[src/hw/wrc_map.svh]
/*
 * Register offsets, field positions, reset values and timing counts of the
 * watchdog, reset and clock-event block.
 * Assumes inclusion by bare name from the block's design file.
 */
`ifndef WRC_MAP_SVH
`define WRC_MAP_SVH

// register word offsets (byte address = offset)
`define WRC_OFF_WDOG_CTRL 4'h0
`define WRC_OFF_WDOG_ARM 4'h1
`define WRC_OFF_TICK_CTRL 4'h2
`define WRC_OFF_CLK_CTRL 4'h3
`define WRC_OFF_IRQ_STAT 4'h4
`define WRC_OFF_IRQ_CLR 4'h5
`define WRC_OFF_IRQ_EN 4'h6
`define WRC_OFF_STATUS 4'h7

// watchdog control fields
`define WRC_WD_RATE_LSB 0
`define WRC_WD_RATE_MSB 2
`define WRC_WD_WINDOW_BIT 3

// clock control fields
`define WRC_CC_MON_EN_BIT 0
`define WRC_CC_SELF_EN_BIT 1
`define WRC_CC_PSTOP_TICK_BIT 2
`define WRC_CLK_CTRL_RST 16'h0003

// interrupt status, clear and enable bits
`define WRC_IRQ_TICK_BIT 0
`define WRC_IRQ_LOCK_BIT 1
`define WRC_IRQ_SELF_BIT 2

// status fields
`define WRC_ST_SELF_BIT 0
`define WRC_ST_OSC_TYPE_BIT 1
`define WRC_ST_VEC_LSB 2
`define WRC_ST_VEC_MSB 3
`define WRC_ST_LOCK_BIT 4

// arming values
`define WRC_ARM_FIRST 16'h0055
`define WRC_ARM_SECOND 16'h00AA

// reset sequence lengths in system clock cycles, quality check count in windows
`define WRC_RST_DRIVE_CYC 128
`define WRC_RST_SYNC_CYC 3
`define WRC_RST_WAIT_CYC 64
`define WRC_QUAL_WINDOWS 50

`endif

[src/hw/wrc_pkg.sv]
/*
 * Types of the watchdog, reset and clock-event block.
 * Assumes nothing beyond a SystemVerilog compiler.
 */
`default_nettype none
package wrc_pkg;
    typedef enum logic [1:0] {WRC_VEC_POR, WRC_VEC_CLKMON, WRC_VEC_WDOG} wrc_vec_t;
    typedef enum logic [2:0] {
        WRC_RS_QUAL, WRC_RS_DRIVE, WRC_RS_WAIT, WRC_RS_RUN
    } wrc_rst_t;
endpackage
`default_nettype wire

[src/hw/wrc_top.sv]
/*
 * Watchdog with windowed arming, reset sequencer with vector choice,
 * clock quality handling with self-clock mode, and three clock events.
 * Assumes: synchronous inputs on mclk; qual_ok pulses once per clock
 * quality check window with qual_good; pll_lock and clk_loss are levels
 * from analog monitors; reset_pin_in reads the open-drain reset pin.
 */
// Overview of operation
// While enabled, 0x0055 then 0x00AA to arm register restarts watchdog period.
// Watchdog period expiring without completed arming starts system reset.
// Any other value written to the arm register resets immediately.
// Windowed mode: arming only in last quarter; earlier write resets.
// After sequence: no clock monitor fail but watchdog latched picks watchdog vector.
// Power-on or low-voltage reset starts clock quality check, then sequence.
// Fifty failed check windows make the sequence run in self-clock mode.
// Periodic interval elapse raises tick interrupt unless its enable is zero.
// Tick flag set on every timeout, cleared only by writing one.
// Tick counter keeps running in pseudo-stop when its enable bit is one.
// Lock change either direction raises lock interrupt unless enable is zero.
// Lock flag set on every change, cleared only by writing one.
// Self-clock entry or exit raises interrupt; change only with self-clock enable.
// Self-clock entered on failed check or, with monitor on, clock loss.
// Self-clock flag set on each change, cleared by writing one; enable gates.
// Oscillator type select captured at reset pin rise; 0 low-power, 1 full-swing.
// Every reset drives pin low 128 cycles plus sync (power-on, low-voltage and stop wake also through the quality check), then waits 64 before sampling.
// Each interrupt request is flag AND enable, held until flag cleared.
`default_nettype none
`include "wrc_map.svh"

module wrc_top #(
    parameter int WD_BASE_CYC = 16384,
    parameter int TICK_BASE_CYC = 1024
) (
    input wire logic mclk,
    input wire logic rst_b,
    input wire logic por_event,
    input wire logic lvr_event,
    input wire logic stop_wake,
    input wire logic pseudo_stop,
    input wire logic qual_ok,
    input wire logic qual_good,
    input wire logic clk_loss,
    input wire logic pll_lock,
    input wire logic oscillator_type_select,
    input wire logic reset_pin_in,
    input wire logic [3:0] reg_addr,
    input wire logic [15:0] reg_wdata,
    input wire logic reg_wr,
    input wire logic reg_rd,
    output logic [15:0] reg_rdata,
    output logic reset_pin_out,
    output logic reset_pin_oe,
    output logic sys_reset,
    output logic self_clock_mode,
    output logic osc_full_swing,
    output logic irq
);
    localparam int WD_CW = 32;
    localparam int SEQ_CW = 8;
    localparam logic [SEQ_CW-1:0] DRIVE_END =
        SEQ_CW'(`WRC_RST_DRIVE_CYC + `WRC_RST_SYNC_CYC - 1);
    localparam logic [SEQ_CW-1:0] WAIT_END = SEQ_CW'(`WRC_RST_WAIT_CYC - 1);

    initial
    begin
        if (WD_BASE_CYC < 4 || TICK_BASE_CYC < 1)
            $error("wrc_top: base periods too small");
    end

    // period of rate code r: base shifted by r-1; code 0 means off
    function automatic logic [WD_CW-1:0] wd_period(input logic [2:0] r);
        wd_period = WD_CW'(WD_BASE_CYC) << (r - 3'h1);
    endfunction

    // ---------------- registers ----------------
    logic [3:0] wd_ctrl_q, wd_ctrl_d;
    logic [3:0] tick_rate_q, tick_rate_d;
    logic [2:0] clk_ctrl_q, clk_ctrl_d;
    logic [2:0] irq_en_q, irq_en_d;
    logic [2:0] flag_q, flag_d;
    logic [15:0] rdata_q, rdata_d;
    logic irq_q, irq_d;

    // ---------------- watchdog / tick / clock state ----------------
    logic [WD_CW-1:0] wd_cnt_q, wd_cnt_d;
    logic arm_half_q, arm_half_d;
    logic wd_latch_q, wd_latch_d;
    logic cm_latch_q, cm_latch_d;
    logic [WD_CW-1:0] tick_cnt_q, tick_cnt_d;
    logic lock_q, lock_d;
    logic scm_q, scm_d;
    logic [5:0] qwin_q, qwin_d;

    // ---------------- reset sequencer ----------------
    wrc_pkg::wrc_rst_t rs_q, rs_d;
    logic [SEQ_CW-1:0] seq_q, seq_d;
    logic pin_low_q, pin_low_d;
    logic sysrst_q, sysrst_d;
    logic pin_prev_q, pin_prev_d;
    logic osc_q, osc_d;
    wrc_pkg::wrc_vec_t vec_q, vec_d;

    logic wr_arm, bad_write, wd_enabled, wd_expire, in_window, reset_req;
    logic tick_ev, lock_ev, scm_ev;
    logic [WD_CW-1:0] wd_per;

    always_comb
    begin
        wd_enabled = wd_ctrl_q[`WRC_WD_RATE_MSB:`WRC_WD_RATE_LSB] != 3'h0;
        wd_per = wd_period(wd_ctrl_q[`WRC_WD_RATE_MSB:`WRC_WD_RATE_LSB]);
        wr_arm = reg_wr && reg_addr == `WRC_OFF_WDOG_ARM && rs_q == wrc_pkg::WRC_RS_RUN;
        // counter counts up; last quarter starts at three quarters of the period
        in_window = !wd_ctrl_q[`WRC_WD_WINDOW_BIT]
            || wd_cnt_q >= wd_per - (wd_per >> 2);
        // illegal value
        bad_write = wr_arm && reg_wdata != `WRC_ARM_FIRST && reg_wdata != `WRC_ARM_SECOND;
        // premature write in window mode
        if (wr_arm && wd_enabled && !in_window)
            bad_write = 1'b1;
        // period elapsed
        wd_expire = wd_enabled && rs_q == wrc_pkg::WRC_RS_RUN && wd_cnt_q >= wd_per - 1;
        reset_req = wd_expire || bad_write
            || (clk_loss && clk_ctrl_q[`WRC_CC_MON_EN_BIT]
                && !clk_ctrl_q[`WRC_CC_SELF_EN_BIT] && rs_q == wrc_pkg::WRC_RS_RUN);

        wd_cnt_d = wd_cnt_q;
        arm_half_d = arm_half_q;
        if (!wd_enabled || rs_q != wrc_pkg::WRC_RS_RUN)
        begin
            wd_cnt_d = '0;
            arm_half_d = 1'b0;
        end
        else
        begin
            wd_cnt_d = wd_cnt_q + 1'b1;
            if (wr_arm && !bad_write)
            begin
                // ordered pair restarts the period
                if (reg_wdata == `WRC_ARM_FIRST)
                    arm_half_d = 1'b1;
                else if (arm_half_q)
                begin
                    arm_half_d = 1'b0;
                    wd_cnt_d = '0;
                end
            end
        end

        // tick pauses in pseudo-stop unless its enable is set
        tick_cnt_d = tick_cnt_q;
        tick_ev = 1'b0;
        if (tick_rate_q == 4'h0)
            tick_cnt_d = '0;
        else if (!pseudo_stop || clk_ctrl_q[`WRC_CC_PSTOP_TICK_BIT])
        begin
            tick_cnt_d = tick_cnt_q + 1'b1;
            // interval elapsed
            if (tick_cnt_q >= (WD_CW'(TICK_BASE_CYC) << tick_rate_q) - 1)
            begin
                tick_cnt_d = '0;
                tick_ev = 1'b1;
            end
        end

        // lock change either direction
        lock_d = pll_lock;
        lock_ev = pll_lock != lock_q;

        // self-clock entry and exit, only with self-clock enable
        scm_d = scm_q;
        qwin_d = qwin_q;
        if (clk_ctrl_q[`WRC_CC_SELF_EN_BIT])
        begin
            if (clk_loss && clk_ctrl_q[`WRC_CC_MON_EN_BIT])
                scm_d = 1'b1;
            else if (qual_ok && qual_good)
                scm_d = 1'b0;
        end
        if (rs_q == wrc_pkg::WRC_RS_QUAL && qual_ok)
        begin
            qwin_d = qwin_q + 6'h01;
            // fifty failed windows
            if (!qual_good && qwin_q == 6'(`WRC_QUAL_WINDOWS - 1)
                && clk_ctrl_q[`WRC_CC_SELF_EN_BIT])
                scm_d = 1'b1;
        end
        if (rs_q != wrc_pkg::WRC_RS_QUAL)
            qwin_d = '0;
        scm_ev = scm_d != scm_q;
    end

    // reset sequencer
    always_comb
    begin
        rs_d = rs_q;
        seq_d = seq_q;
        pin_low_d = pin_low_q;
        sysrst_d = sysrst_q;
        pin_prev_d = reset_pin_in;
        osc_d = osc_q;
        vec_d = vec_q;
        // cause latches gather until the vector has been chosen
        wd_latch_d = wd_latch_q | wd_expire;
        cm_latch_d = cm_latch_q | (reset_req && !wd_expire && !bad_write);
        // capture at rising edge of the reset pin
        if (reset_pin_in && !pin_prev_q)
            osc_d = oscillator_type_select;
        if (por_event || lvr_event || stop_wake)
        begin
            // clock quality check before the sequence
            rs_d = wrc_pkg::WRC_RS_QUAL;
            sysrst_d = 1'b1;
            pin_low_d = 1'b1;
            seq_d = '0;
        end
        else
        begin
            unique case (rs_q)
                wrc_pkg::WRC_RS_QUAL:
                    if (qual_ok && (qual_good || scm_d
                        || qwin_q == 6'(`WRC_QUAL_WINDOWS - 1)))
                    begin
                        rs_d = wrc_pkg::WRC_RS_DRIVE;
                        seq_d = '0;
                    end
                // pin low for drive plus sync cycles
                wrc_pkg::WRC_RS_DRIVE:
                begin
                    seq_d = seq_q + 1'b1;
                    if (seq_q == DRIVE_END)
                    begin
                        pin_low_d = 1'b0;
                        seq_d = '0;
                        rs_d = wrc_pkg::WRC_RS_WAIT;
                    end
                end
                // wait then sample pin, pick vector
                wrc_pkg::WRC_RS_WAIT:
                begin
                    seq_d = seq_q + 1'b1;
                    if (seq_q == WAIT_END && reset_pin_in)
                    begin
                        rs_d = wrc_pkg::WRC_RS_RUN;
                        sysrst_d = 1'b0;
                        wd_latch_d = 1'b0;
                        cm_latch_d = 1'b0;
                        if (cm_latch_q)
                            vec_d = wrc_pkg::WRC_VEC_CLKMON;
                        else if (wd_latch_q)
                            vec_d = wrc_pkg::WRC_VEC_WDOG;
                        else
                            vec_d = wrc_pkg::WRC_VEC_POR;
                    end
                    else if (seq_q == WAIT_END)
                        seq_d = seq_q;
                end
                wrc_pkg::WRC_RS_RUN:
                    if (reset_req || !reset_pin_in)
                    begin
                        rs_d = wrc_pkg::WRC_RS_DRIVE;
                        sysrst_d = 1'b1;
                        pin_low_d = 1'b1;
                        seq_d = '0;
                    end
            endcase
        end
    end

    // register file, flags and interrupt
    always_comb
    begin
        logic [2:0] clr;
        clr = '0;
        wd_ctrl_d = wd_ctrl_q;
        tick_rate_d = tick_rate_q;
        clk_ctrl_d = clk_ctrl_q;
        irq_en_d = irq_en_q;
        if (reg_wr)
        begin
            unique case (reg_addr)
                `WRC_OFF_WDOG_CTRL: wd_ctrl_d = reg_wdata[3:0];
                `WRC_OFF_TICK_CTRL: tick_rate_d = reg_wdata[3:0];
                `WRC_OFF_CLK_CTRL: clk_ctrl_d = reg_wdata[2:0];
                `WRC_OFF_IRQ_CLR: clr = reg_wdata[2:0];
                `WRC_OFF_IRQ_EN: irq_en_d = reg_wdata[2:0];
                default: ;
            endcase
        end
        // a reset sequence restores configuration but keeps the flags
        if (rs_q == wrc_pkg::WRC_RS_RUN && rs_d != wrc_pkg::WRC_RS_RUN)
        begin
            wd_ctrl_d = '0;
            tick_rate_d = '0;
            clk_ctrl_d = 3'(`WRC_CLK_CTRL_RST);
            irq_en_d = '0;
        end
        // set wins over write-one clear
        flag_d = (flag_q & ~clr);
        flag_d[`WRC_IRQ_TICK_BIT] = flag_d[`WRC_IRQ_TICK_BIT] | tick_ev;
        flag_d[`WRC_IRQ_LOCK_BIT] = flag_d[`WRC_IRQ_LOCK_BIT] | lock_ev;
        flag_d[`WRC_IRQ_SELF_BIT] = flag_d[`WRC_IRQ_SELF_BIT] | scm_ev;
        // flag AND enable
        irq_d = |(flag_d & irq_en_d);
        rdata_d = '0;
        if (reg_rd)
        begin
            unique case (reg_addr)
                `WRC_OFF_WDOG_CTRL: rdata_d = {12'h000, wd_ctrl_q};
                `WRC_OFF_TICK_CTRL: rdata_d = {12'h000, tick_rate_q};
                `WRC_OFF_CLK_CTRL: rdata_d = {13'h0000, clk_ctrl_q};
                `WRC_OFF_IRQ_STAT: rdata_d = {13'h0000, flag_q};
                `WRC_OFF_IRQ_EN: rdata_d = {13'h0000, irq_en_q};
                `WRC_OFF_STATUS:
                    rdata_d = {11'h000, lock_q, 2'(vec_q), osc_q, scm_q};
                default: rdata_d = '0;
            endcase
        end
    end

    always_ff @(posedge mclk or negedge rst_b)
    begin
        if (!rst_b)
        begin
            wd_ctrl_q <= '0;
            tick_rate_q <= '0;
            clk_ctrl_q <= 3'(`WRC_CLK_CTRL_RST);
            irq_en_q <= '0;
            flag_q <= '0;
            rdata_q <= '0;
            irq_q <= 1'b0;
            wd_cnt_q <= '0;
            arm_half_q <= 1'b0;
            wd_latch_q <= 1'b0;
            cm_latch_q <= 1'b0;
            tick_cnt_q <= '0;
            lock_q <= 1'b0;
            scm_q <= 1'b0;
            qwin_q <= '0;
            rs_q <= wrc_pkg::WRC_RS_QUAL;
            seq_q <= '0;
            pin_low_q <= 1'b1;
            sysrst_q <= 1'b1;
            pin_prev_q <= 1'b0;
            osc_q <= 1'b0;
            vec_q <= wrc_pkg::WRC_VEC_POR;
        end
        else
        begin
            wd_ctrl_q <= wd_ctrl_d;
            tick_rate_q <= tick_rate_d;
            clk_ctrl_q <= clk_ctrl_d;
            irq_en_q <= irq_en_d;
            flag_q <= flag_d;
            rdata_q <= rdata_d;
            irq_q <= irq_d;
            wd_cnt_q <= wd_cnt_d;
            arm_half_q <= arm_half_d;
            wd_latch_q <= wd_latch_d;
            cm_latch_q <= cm_latch_d;
            tick_cnt_q <= tick_cnt_d;
            lock_q <= lock_d;
            scm_q <= scm_d;
            qwin_q <= qwin_d;
            rs_q <= rs_d;
            seq_q <= seq_d;
            pin_low_q <= pin_low_d;
            sysrst_q <= sysrst_d;
            pin_prev_q <= pin_prev_d;
            osc_q <= osc_d;
            vec_q <= vec_d;
        end
    end

    assign reg_rdata = rdata_q;
    assign reset_pin_out = 1'b0;
    assign reset_pin_oe = pin_low_q;
    assign sys_reset = sysrst_q;
    assign self_clock_mode = scm_q;
    assign osc_full_swing = osc_q;
    assign irq = irq_q;
endmodule // wrc_top
`default_nettype wire

[config.mk]
export PLATFORM = sky130hd
export DESIGN_NAME = wrc_top
export DESIGN_NICKNAME = d
export VERILOG_FILES = /design/src/hw/wrc_pkg.sv /design/src/hw/wrc_top.sv
export VERILOG_INCLUDE_DIRS = /design/src /design/src/hw
export SDC_FILE = /design/constraint.sdc
export NUM_CORES = 1
export LEC_CHECK = 0
export BUFFER_PORTS_ARGS = -buffer_cell sky130_fd_sc_hd__buf_2
export CORE_ASPECT_RATIO = 0.7
export CORE_MARGIN = 2
export CORE_UTILIZATION = 35
export CTS_CLUSTER_DIAMETER = 60
export DETAILED_ROUTE_END_ITERATION = 16
export SYNTH_ARGS = -nofsm -noshare
export SYNTH_HDL_FRONTEND = slang
export SYNTH_SLANG_ARGS = --single-unit
[constraint.sdc]
create_clock -name mclk -period 4.3 [get_ports mclk]
set_input_delay 0 -clock mclk [delete_from_list [all_inputs] [get_ports mclk]]
set_output_delay 0 -clock mclk [all_outputs]
set_load 0.01 [all_outputs]
* Word-level counts from Yosys, hierarchy flattened
Cells that the tools add are included.
** Storage, ports and cells
- Register bits :: 126
- Output and inout port bits :: 22
** Operators by class
- $add $sub $neg :: 8
- Magnitude comparators :: 3
- Equality and inequality tests :: 25
- Shift operators :: 2
- Multiplexer cells :: 65
- Bitwise operators :: 9
- Reductions and logical operators :: 64
** Operator list (number)
- $mux 32 :: 7
- $ge 32x32->1 :: 3
- $add 32x1->32 const B :: 2
- $sub 32x1->32 const B :: 2
- $mux 8 :: 6
- $mux 3 :: 13
- $pmux 8 s4 :: 1
- $shl 11x4->32 const A :: 1
- $shl 15x3->32 const A :: 1
- $sub 32x30->32 :: 1
- $pmux 5 s6 :: 1
- $mux 4 :: 6
- $mux 1 :: 23
- $logic_and 1x1->1 :: 22
- $eq 16x7->1 const B :: 1
- $eq 4x3->1 const B :: 4
- $ne 16x7->1 const B :: 1
- $ne 16x8->1 const B :: 1
- $reduce_bool 2->1 :: 7
- $mux 6 :: 2
- $pmux 3 s4 :: 1
- $reduce_and 3->1 :: 4
- $reduce_bool 3->1 :: 4
- $logic_not 1->1 :: 10
- 27 further kinds :: 52

* Logic depth before layout (Yosys ltp)
Gate-level depths: netlist of run 1.
- Depth after elaboration :: 19
- Mapped depth :: 21

* Worst setup path before layout of run 1
OpenSTA, ideal clock, no wires.
- Path type :: register to register
- Start :: register wd_ctrl_q[0]
- End :: register irq_en_q[0]
- Setup time :: 0.124 ns
- Arrival time :: 3.624 ns
- Data required time :: 4.176 ns
- Setup slack :: 0.553 ns
- Stages on the path, launching flop included :: 22
- Period minus slack after synthesis :: 3.747 ns
- Cells stage by stage :: dfrtp_1 -> clkbuf_1 -> nand2_1 -> nor2_1 -> inv_1 -> ha_1 -> a21o_1 -> a21oi_1 -> inv_1 -> a21oi_1 -> a21oi_1 -> mux2i_1 -> ha_1 -> a21o_1 -> a21oi_1 -> o211ai_1 -> a21oi_2 -> nor2b_1 -> buf_6 -> a41oi_4 -> buf_6 -> nor2_2
** On the way
- Word-level cells in the longest chain between the ends :: 17
- Elaborated cells between the ends (all ways) :: 23
** RTL lines
- from (decl) :: line wrc_top.sv:76 : logic [3:0] wd_ctrl_q, wd_ctrl_d;
- from (signal assigned) :: line wrc_top.sv:349 : wd_ctrl_q <= wd_ctrl_d;
- $sub 3x1->3 :: line wrc_top.sv:72 : wd_period = WD_CW'(WD_BASE_CYC) << (r - 3'h1);
- $shl 15x3->32 :: line wrc_top.sv:72
- $sub 32x30->32 :: line wrc_top.sv:114 : || wd_cnt_q >= wd_per - (wd_per >> 2);
- $ge 32x32->1 :: line wrc_top.sv:114
- $logic_or 1x1->1 :: line wrc_top.sv:113 : in_window = !wd_ctrl_q[`WRC_WD_WINDOW_BIT]
- $logic_not 1->1 :: line wrc_top.sv:118 : if (wr_arm && wd_enabled && !in_window)
- $logic_and 1x1->1 :: line wrc_top.sv:118
- $mux 1 :: line wrc_top.sv:118
- $logic_or 1x1->1 (*) (2 in series) :: line wrc_top.sv:122 : reset_req = wd_expire || bad_write
- $logic_or 1x1->1 (*) :: line wrc_top.sv:258 : if (reset_req || !reset_pin_in)
- $mux 3 (*) :: line wrc_top.sv:258
- $pmux 3 s4 (*) :: line wrc_top.sv:218 : unique case (rs_q)
- $mux 3 (*) :: line wrc_top.sv:208 : if (por_event || lvr_event || stop_wake)
- $ne 3x2->1 (*) :: line wrc_top.sv:290 : if (rs_q == wrc_pkg::WRC_RS_RUN && rs_d != wrc_pkg::WRC_RS_RUN)
- $logic_and 1x1->1 (*) :: line wrc_top.sv:290
- $mux 3 (*) :: line wrc_top.sv:290
- via irq_en_d[0] :: line wrc_top.sv:79 : logic [2:0] irq_en_q, irq_en_d;
- to (signal assigned) :: line wrc_top.sv:352 : irq_en_q <= irq_en_d;
- to (decl) :: line wrc_top.sv:79
Mark *: on every way through the listed nets, which the timed path passes. The rest lies on a longest branch.
A chain may end at the register's enable or synchronous reset.

* Final worst setup path of run 1
- Start :: register wd_ctrl_q[1]
- End :: register wd_cnt_q[30]
** On the way
- Word-level cells in the longest chain between the ends :: 12
- Elaborated cells between the ends (all ways) :: 16
** RTL lines
- $sub 3x1->3 :: line wrc_top.sv:72
- $shl 15x3->32 :: line wrc_top.sv:72
- $sub 32x30->32 :: line wrc_top.sv:114
- $ge 32x32->1 :: line wrc_top.sv:114
- $logic_or 1x1->1 :: line wrc_top.sv:113
- $logic_not 1->1 :: line wrc_top.sv:118
- $logic_and 1x1->1 :: line wrc_top.sv:118
- $mux 1 :: line wrc_top.sv:118
- $logic_not 1->1 :: line wrc_top.sv:136 : if (wr_arm && !bad_write)
- $logic_and 1x1->1 :: line wrc_top.sv:136
- $mux 32 :: line wrc_top.sv:136
- $mux 32 (*) :: line wrc_top.sv:128 : if (!wd_enabled || rs_q != wrc_pkg::WRC_RS_RUN)
- via wd_cnt_d[30] :: line wrc_top.sv:85 : logic [WD_CW-1:0] wd_cnt_q, wd_cnt_d;
- to (signal assigned) :: line wrc_top.sv:356 : wd_cnt_q <= wd_cnt_d;
- to (decl) :: line wrc_top.sv:85
Marked as above.

==> flow_metrics.tcl, run 1 <==
set metrics [dict create \
    outcome "finished clean" \
    maxCapViolCount 0 \
    dr.pass1.iters 5 \
    route.met2.wl_mm 7.546 \
    rows 45 \
    track_usage_pct 16.71 \
    dpl.hpwl_mm 13.24 \
    timing.setup.tns_ps 0 \
    hold_violations 0 \
    power_density_mw_per_mm2 395.7 \
    totalWireLength_mm 18.56 \
    cp_max_fo 32 \
    power.switching_mw 1.127 \
    p_int_mw 2.448 \
    die_y_um 128.5 \
    rsz0062_at_grt "no" \
    leakage_nw 4.002 \
    layout.cells.non_filler 1232 \
    cts_root_buffer "clkbuf_16" \
    async_reset_ff_share_pct 100.0 \
    cts-buffers-inserted 17 \
    vdd_drop_max_uv 290.4 \
    routabilityCongestion 0.8350 \
    drv_slew 0 \
    setup.worst_path.end_class "flop" \
    pin_count 56 \
    synth_area_per_cell_um2 8.918 \
    drive_gt1_share_pct 15.37 \
    utilization_pct 41.68 \
    met1_length_mm 10.02 \
    final_nets 1023 \
    wl_met3_um 788 \
    first_global_vias 5874 \
    cts_buffer_depth 2 \
    dp.cells 1186 \
    setup_slack_ps 295.6 \
    htreeDepth 4 \
    synthFlopType "dfrtp_1" \
    grt_pass1_wl_mm 30.96 \
    netlist_area_mm2 0.007750 \
    crit_path_start "wd_ctrl_q[1]" \
    hold-worst-slack_ps 15.68 \
    synth_cell_types 76 \
    grt_max_degree 55 \
    hp-class "in -> reg" \
    r2r_start "wd_ctrl_q[1]" \
    clock_skew_ps 10.45 \
    antenna_found_initial 0 \
    vias 6338 \
    overflow 0 \
    viasPerCell 5.144 \
    slew_headroom_pct 29.72 \
    die_w_um 181.9 \
    synthTopCellsByArea "dfrtp_1 36%, ha_1 8.4%, nand2_1 5.3%" \
    drt_iter0_markers 436 \
    clkSinkCount 115 \
    path_class "reg -> reg" \
    crit_required_ps 4650 \
    yosysWarnings 0 \
    placed_area_mm2 0.008303 \
    drc_errors 0 \
    power_mw 3.575 \
    ant_nets 0 \
    power_frac_comb_pct 25.0 \
    start_util_pct 35.75 \
    dieArea_mm2 0.02337 \
    ys_seq_elements 115 \
    worst_pin_slew_ps 1045 \
    cts_tree "built" \
    crit_arrival_ps 4350 \
    core_area_mm2 0.02168 \
    synth_top_area_share_pct 35.84 \
    fin_area_mm2 0.009035 \
    finalCritPeriodShare_pct 93.13 \
    start_kind "flop" \
    numPortBuffers 43 \
    preCtsSetupSlack_ps 47.19 \
    area.growth.synth_to_final_pct 16.58 \
    seq_area_frac_synth_pct 37.20 \
    hp-start "por_event" \
    synthCells 869 \
    pwr-share-seq_pct 35.3 \
    routedWlPerCell_um 15.07 \
    nFillCells 2140 \
    clk_pin_slew_worst_paths_ps 60 \
    highest_layer "met4" \
    synth_top_area_cell "dfrtp_1" \
    setup_viol 0 \
    clkLatencyLatePin_ps 420 \
    p_sw_share_pct 31.52 \
    fmax_mhz 249.7 \
    period_needed_ps 4004 \
    diodes 0 \
    p_clk_share_pct 39.7 \
    synth_edf_count 0 \
]
## power by group through the flow
stage | combinational [mW] | clock (mW) | sequential, mW
3_5_place_dp | 0.870 | 0 | 1.28
5_1_grt | 1.01 | 1.50 | 1.27
2_1_floorplan | 0.628 | 0 | 1.25
3_3_place_gp | 0.865 | 0 | 1.28
6_report | 0.895 | 1.42 | 1.26
4_1_cts | 0.890 | 1.45 | 1.26
## cell type report
type	instances	area [um^2]	area share, %
Timing Repair Buffer	77	533.0	5.899
Multi-Input combinational cell	697	4576	50.64
Clock buffer	23	478.0	5.290
Inverter	29	108.9	1.205
Tap cell	282	352.8	3.905
Sequential cell	115	2883	31.91
Clock inverter	9	103.9	1.149
## worst max-delay path, stage by stage, from the launching register on
cell      delay (ps)
dfrtp_1          380
nand2b_1         160
or2_2            290
inv_1            100
ha_1             290
a21o_1           190
a21oi_2          170
inv_1             60
a21oi_1          220
a21oi_1          100
mux2i_1          180
ha_1             270
a21o_1           190
a21oi_2          180
o211ai_1         130
a21oi_2          230
nor2_1            90
a211o_1          290
buf_4            240
nor2_1           150
## worst paths after layout
check / to / slack [ps] / cells past startpoint
max: wd_cnt_q[30] / 300 / 19
max in group asynchronous: seq_q[3] / 3160 / 3
min in group asynchronous: tick_cnt_q[6] / 60 / 2
max reg2reg: wd_cnt_q[30] / 300 / 19
min reg2reg: wd_cnt_q[0] / 490 / 1
min: seq_q[1] / 20 / 4
## synth_stat cells, drive strengths merged (18+ instances only)
library cell and n:
o21ai 30, xor2 26, xnor2 21, clkbuf 18, inv 29, nor2 91, dfrtp 111, and3 18
a21oi 52, ha 52, nand2 110, buf 27, nand3 63
## logic make-up (layout without fill, tap and decap cells)
logic type               after synthesis  after routing  synth area share, %
AND/OR/NAND/NOR                      400            400                26.88
AO/OA/AOI/OAI                        155            155                13.77
flip-flops                           115            115                37.20
buffers and inverters                 74            138                4.827
adder cells (fa/ha/maj)               52             52                8.395
XOR/XNOR                              47             47                5.312
multiplexers                          24             24                3.519
other                                  2             19              0.09690
## state kept, by name, indices dropped and copies added (netlist names), 2 cells and up
name         cells
irq_en_q         3
qwin_q           6
tick_cnt_q      32
seq_q            8
rs_q             3
tick_rate_q      4
reg_rdata        5
clk_ctrl_q       3
flag_q           3
wd_ctrl_q        4
wd_cnt_q        32
vec_q            2
## what timing repair did
item	in CTS	in global routing
endpoints found under the setup margin	2	32
hold buffers	14	0
hold endpoints to repair	52	0
gates resized for setup	1	2
pin swaps	0	1
buffers inserted	0	0
## layout by cell type, fill, tap and decap left out, types with 17 or more instances in the layout
cell type and count:
ha_1 52, o21ai_0 28, buf_4 19, nand2_1 110, dfrtp_1 111, xor2_1 26
nor2_1 82, buf_2 42, clkbuf_16 17, conb_1 19, xnor2_1 21, nand3_1 62
inv_1 29, a21oi_1 44
## layer usage
metal	track usage, %	up-vias
met5	0	-
met4	4.459	0
met3	4.076	12
met2	23.21	118
met1	25.59	2997
li1	-	3211
Note: power is estimated with default switching activity, not from simulation.
==> run 2: changes to the inputs <==
- clock period: 4.3 -> 3.94 ns (I/O delays scaled with it)
==> run 2 against run 1 <==
  * Clock power rose by 14%
  * Sequential power rose by 9%
  * Critical endpoint is now clk_ctrl_q[0]
  * Largest power group unchanged
  * Global-route usage is essentially flat
  * Highest routed layer is now met5
  * Core utilization grew 0.75 points
==> flow_metrics.tcl, run 2 (synthesized netlist as in run 1, its figures left out) <==
set metrics [dict create \
    drt_iter0_markers 488 \
    most-common-layout-cells "111 x dfrtp_1, 110 x nand2_1, 80 x nor2_1" \
    track_usage_pct 16.74 \
    dr.pass1.iters 4 \
    totalWireLength_mm 18.63 \
    timing.setup.tns_ps 0 \
    power_mw 4.013 \
    drive_gt1_share_pct 17.00 \
    utilization_pct 42.43 \
    first_global_vias 5924 \
    vdd_drop_max_uv 332.6 \
    core_area_mm2 0.02168 \
    hold-worst-slack_ps 11.90 \
    cts_tree "built" \
    preCtsSetupSlack_ps -101.3 \
    r2r_cells 16 \
    start_util_pct 35.75 \
    path_class "reg -> reg" \
    drc_errors 0 \
    final_nets 1032 \
    finalCritPeriodShare_pct 94.76 \
    hp-class "in -> reg" \
    routedWlPerCell_um 15.00 \
    layout.cells.non_filler 1242 \
    crit_required_ps 4290 \
    dieArea_mm2 0.02337 \
    multi_input_area_mm2 0.004603 \
    hold_path_depth 4 \
    htreeDepth 4 \
    die_y_um 128.5 \
    crit_arrival_ps 4080 \
    ant_nets 0 \
    vias 6325 \
    setup.worst_path.end_class "flop" \
    die_w_um 181.9 \
    placed_area_mm2 0.008388 \
    maxCapViolCount 0 \
    clkLatencyLatePin_ps 430 \
    pin_count 56 \
    dpl.hpwl_mm 13.38 \
    mostFrequentLayoutCell "dfrtp_1" \
    overflow 0 \
    rsz0062_at_grt "yes" \
    cts-buffers-inserted 17 \
    cp_max_fo 15 \
    clkSinkCount 115 \
    r2r_setup_slack_ps 210 \
    hold_violations 0 \
    grt_pass1_wl_mm 31.04 \
    viasPerCell 5.093 \
    worst_pin_slew_ps 996.4 \
    numPortBuffers 43 \
    area.growth.synth_to_final_pct 18.68 \
    nFillCells 2093 \
    power_density_mw_per_mm2 436.3 \
    antenna_found_initial 2 \
    cts_root_buffer "clkbuf_16" \
    slew_headroom_pct 33.06 \
    routabilityCongestion 0.8249 \
    drv_slew 0 \
    dp.cells 1194 \
    rows 45 \
    clk_pin_slew_worst_paths_ps 60 \
    fmax_mhz 267.8 \
    outcome "finished clean" \
    cts_buffer_depth 2 \
    setup_slack_ps 206.5 \
    period_needed_ps 3734 \
    setup_viol 0 \
    leakage_nw 4.071 \
    regArea_mm2 0.002883 \
    start_kind "flop" \
    clock_skew_ps 13.20 \
    grt_max_degree 57 \
    fin_area_mm2 0.009198 \
    largestRegisters "tick_cnt_q: 32 flops, wd_cnt_q: 32 flops, seq_q: 8 flops" \
]
==> run 2: report_power, final <==
part	leakage [nW]	internal (mW)	switching, mW
clock network	0.290	1.04	0.581
logic	2.25	0.454	0.560
registers	1.53	1.27	0.0992
total	4.07	2.77	1.24
==> run 2: timing repair <==
item,4_1_cts,5_1_grt
hold buffers,14,0
pin swaps,0,6
hold endpoints to repair,73,0
buffers inserted,0,1
endpoints found under the setup margin,7,87
gates resized for setup,1,10
==> run 2: cell type report <==
| cell class | instances | area share [%] |
|---|---|---|
| clock buffer | 20 | 5.074 |
| multi-input combinational | 697 | 50.05 |
| clock inverter | 12 | 1.687 |
| timing repair buffer | 86 | 6.802 |
| sequential | 115 | 31.34 |
| antenna | 1 | 0.02721 |
| inverter | 29 | 1.184 |
| tap | 282 | 3.836 |
==> run 2: worst paths after layout <==
| kind | start | end |
|---|---|---|
| setup / recovery | wd_ctrl_q[1] | clk_ctrl_q[0] |
| setup reg to reg | wd_ctrl_q[1] | clk_ctrl_q[0] |
| min in group asynchronous | rst_b | tick_cnt_q[11] |
| hold / removal | stop_wake | seq_q[0] |
| max in group asynchronous | rst_b | tick_cnt_q[22] |
| hold reg to reg | wd_cnt_q[0] | wd_cnt_q[0] |
==> run 2: critical path, cell delays in order (launching register included) <==
cell and delay (ps):
dfrtp_1 370, nand2b_1 160, or2_4 260, inv_1 90, ha_1 260, a31o_2 210, a21o_1 170, a21o_1 230
or3_1 320, ha_1 300, nand3_1 70, a21oi_1 170, a21oi_2 100, nor2b_2 360, a41oi_4 190, buf_12 190
a211o_1 220
==> run 2: layer usage <==
metal | global-route usage, % | vias to the layer above | part of all wire, %
met5 | 0 | - | 0.070
met4 | 5.123 | 2 | 1.4
met3 | 3.793 | 19 | 4.0
met2 | 23.24 | 127 | 41
met1 | 25.59 | 2957 | 54
li1 | - | 3220 | -
==> run 3: changes to the inputs <==
- BUFFER_PORTS_ARGS: -buffer_cell sky130_fd_sc_hd__buf_2 -> -buffer_cell sky130_fd_sc_hd__clkbuf_2
- CAP_MARGIN: not set -> 20
==> run 3 against run 2 <==
  * Non-clock buffer count increased by 3
  * Core utilization increased by 0.15 points
  * Combinational power about the same
==> flow_metrics.tcl, run 3 (synthesized netlist as in run 1, its figures left out) <==
set metrics [dict create \
    outcome "finished clean" \
    routabilityCongestion 0.8079 \
    rows 45 \
    first_global_vias 6041 \
    hold_violations 0 \
    clkSinkCount 115 \
    antenna_found_initial 0 \
    layout.cells.non_filler 1244 \
    ant_nets 0 \
    die_w_um 181.9 \
    finalCritPeriodShare_pct 95.36 \
    area.growth.synth_to_final_pct 19.10 \
    clk_pin_slew_worst_paths_ps 60 \
    maxCapViolCount 0 \
    grt_max_degree 56 \
    hold_path_depth 3 \
    power_density_mw_per_mm2 444.7 \
    r2r_cells 19 \
    fmax_mhz 266.1 \
    dr.pass1.iters 5 \
    crit_chain "nand2b_1, or2_2, buf_4, ha_1, a21o_1, a21oi_2, inv_1, a21oi_2, a21oi_1, mux2i_1, ha_1, a21o_1, a21oi_2, o211ai_1, a21oi_2, nor2_1, a211o_1, buf_12, nor2_1" \
    path_class "reg -> reg" \
    cts-buffers-inserted 17 \
    pin_count 56 \
    vdd_drop_max_uv 295.0 \
    placed_area_mm2 0.008411 \
    viasPerCell 5.162 \
    crit_top_cell "a21oi_2" \
    cts_root_buffer "clkbuf_16" \
    setup_viol 0 \
    critPathSlowestCell "dfrtp_1" \
    cp.buffers_inverters 3 \
    hp-class "in -> reg" \
    cpPeakStageDelay_ps 370 \
    drc_errors 0 \
    worst_pin_slew_ps 1022 \
    drt_iter0_markers 430 \
    path_depth 19 \
    crit_family "compound AO/OA/AOI/OAI gates" \
    setup.worst_path.end_class "flop" \
    track_usage_pct 17.00 \
    preCtsSetupSlack_ps -196.6 \
    hold-worst-slack_ps 9.204 \
    start_kind "flop" \
    routedWlPerCell_um 15.24 \
    drive_gt1_share_pct 17.05 \
    leakage_nw 4.116 \
    slew_headroom_pct 31.36 \
    die_y_um 128.5 \
    dp.cells 1197 \
    grt_pass1_wl_mm 31.50 \
    mostFrequentLayoutCell "dfrtp_1" \
    cts_tree "built" \
    drv_slew 0 \
    vias 6421 \
    setup_slack_ps 182.6 \
    cts_buffer_depth 2 \
    cp_max_fo 32 \
    period_needed_ps 3757 \
    totalWireLength_mm 18.96 \
    crit_arrival_ps 4100 \
    htreeDepth 4 \
    power_mw 4.104 \
    dpl.hpwl_mm 13.57 \
    overflow 0 \
    final_nets 1035 \
    numPortBuffers 43 \
    crit_required_ps 4280 \
    clock_skew_ps 14.95 \
    clkLatencyLatePin_ps 430 \
    utilization_pct 42.58 \
    diodes 0 \
    timing.setup.tns_ps 0 \
    most-common-layout-cells "111 x dfrtp_1, 110 x nand2_1, 81 x nor2_1" \
    dieArea_mm2 0.02337 \
    start_util_pct 35.75 \
    core_area_mm2 0.02168 \
    fin_area_mm2 0.009230 \
    largestRegisters "tick_cnt_q: 32 flops, wd_cnt_q: 32 flops, seq_q: 8 flops" \
]
run 3: what timing repair did:
action,in CTS,in global routing
pin swaps,0,3
endpoints found under the setup margin,15,82
setup buffers,0,2
gates resized for setup,1,8
gates cloned,0,0
hold buffers,13,0
hold endpoints to repair,69,0
run 3: path summary, 6_finish.rpt:
path,startpoint,to,slack [ps]
setup / recovery,wd_ctrl_q[1],wd_cnt_q[14],180
hold / removal,pseudo_stop,tick_cnt_q[10],9
setup reg to reg,wd_ctrl_q[1],wd_cnt_q[14],180
hold reg to reg,wd_cnt_q[0],wd_cnt_q[0],480
max in group asynchronous,rst_b,wd_cnt_q[17],2860
min in group asynchronous,rst_b,tick_cnt_q[10],170
run 3: layout make-up:
type                    instances  area, um^2
fillers                      2124       12450
multi-input cells             697        4601
flip-flops and latches        115        2883
repair buffers                 89       645.6
clock buffers                  24       491.7
well taps                     282       352.8
clock inverters                 8       147.6
inverters                      29       108.9
run 3: report_power, final:
part | switching [mW] | internal (mW) | total [mW]
Sequential | 0.0977 | 1.28 | 1.37
Clock | 0.568 | 1.13 | 1.69
Combinational | 0.574 | 0.465 | 1.04
Total | 1.24 | 2.87 | 4.10
run 3: worst reg2reg max path: stages, from the launching register on:
cell and delay (ps):
dfrtp_1 370, nand2b_1 150, or2_2 290, buf_4 150, ha_1 190, a21o_1 220
a21oi_2 170, inv_1 70, a21oi_2 180, a21oi_1 90, mux2i_1 140, ha_1 270
a21o_1 190, a21oi_2 160, o211ai_1 130, a21oi_2 200, nor2_1 80, a211o_1 330
buf_12 170, nor2_1 150
run 3: metal layers:
metal | track usage [%] | wire length, um | part of all wire, %
met1 | 25.32 | 10060 | 53
met3 | 3.708 | 849 | 4.5
met4 | 5.123 | 210 | 1.1
met5 | 0 | 0 | 0
met2 | 24.57 | 7836 | 41
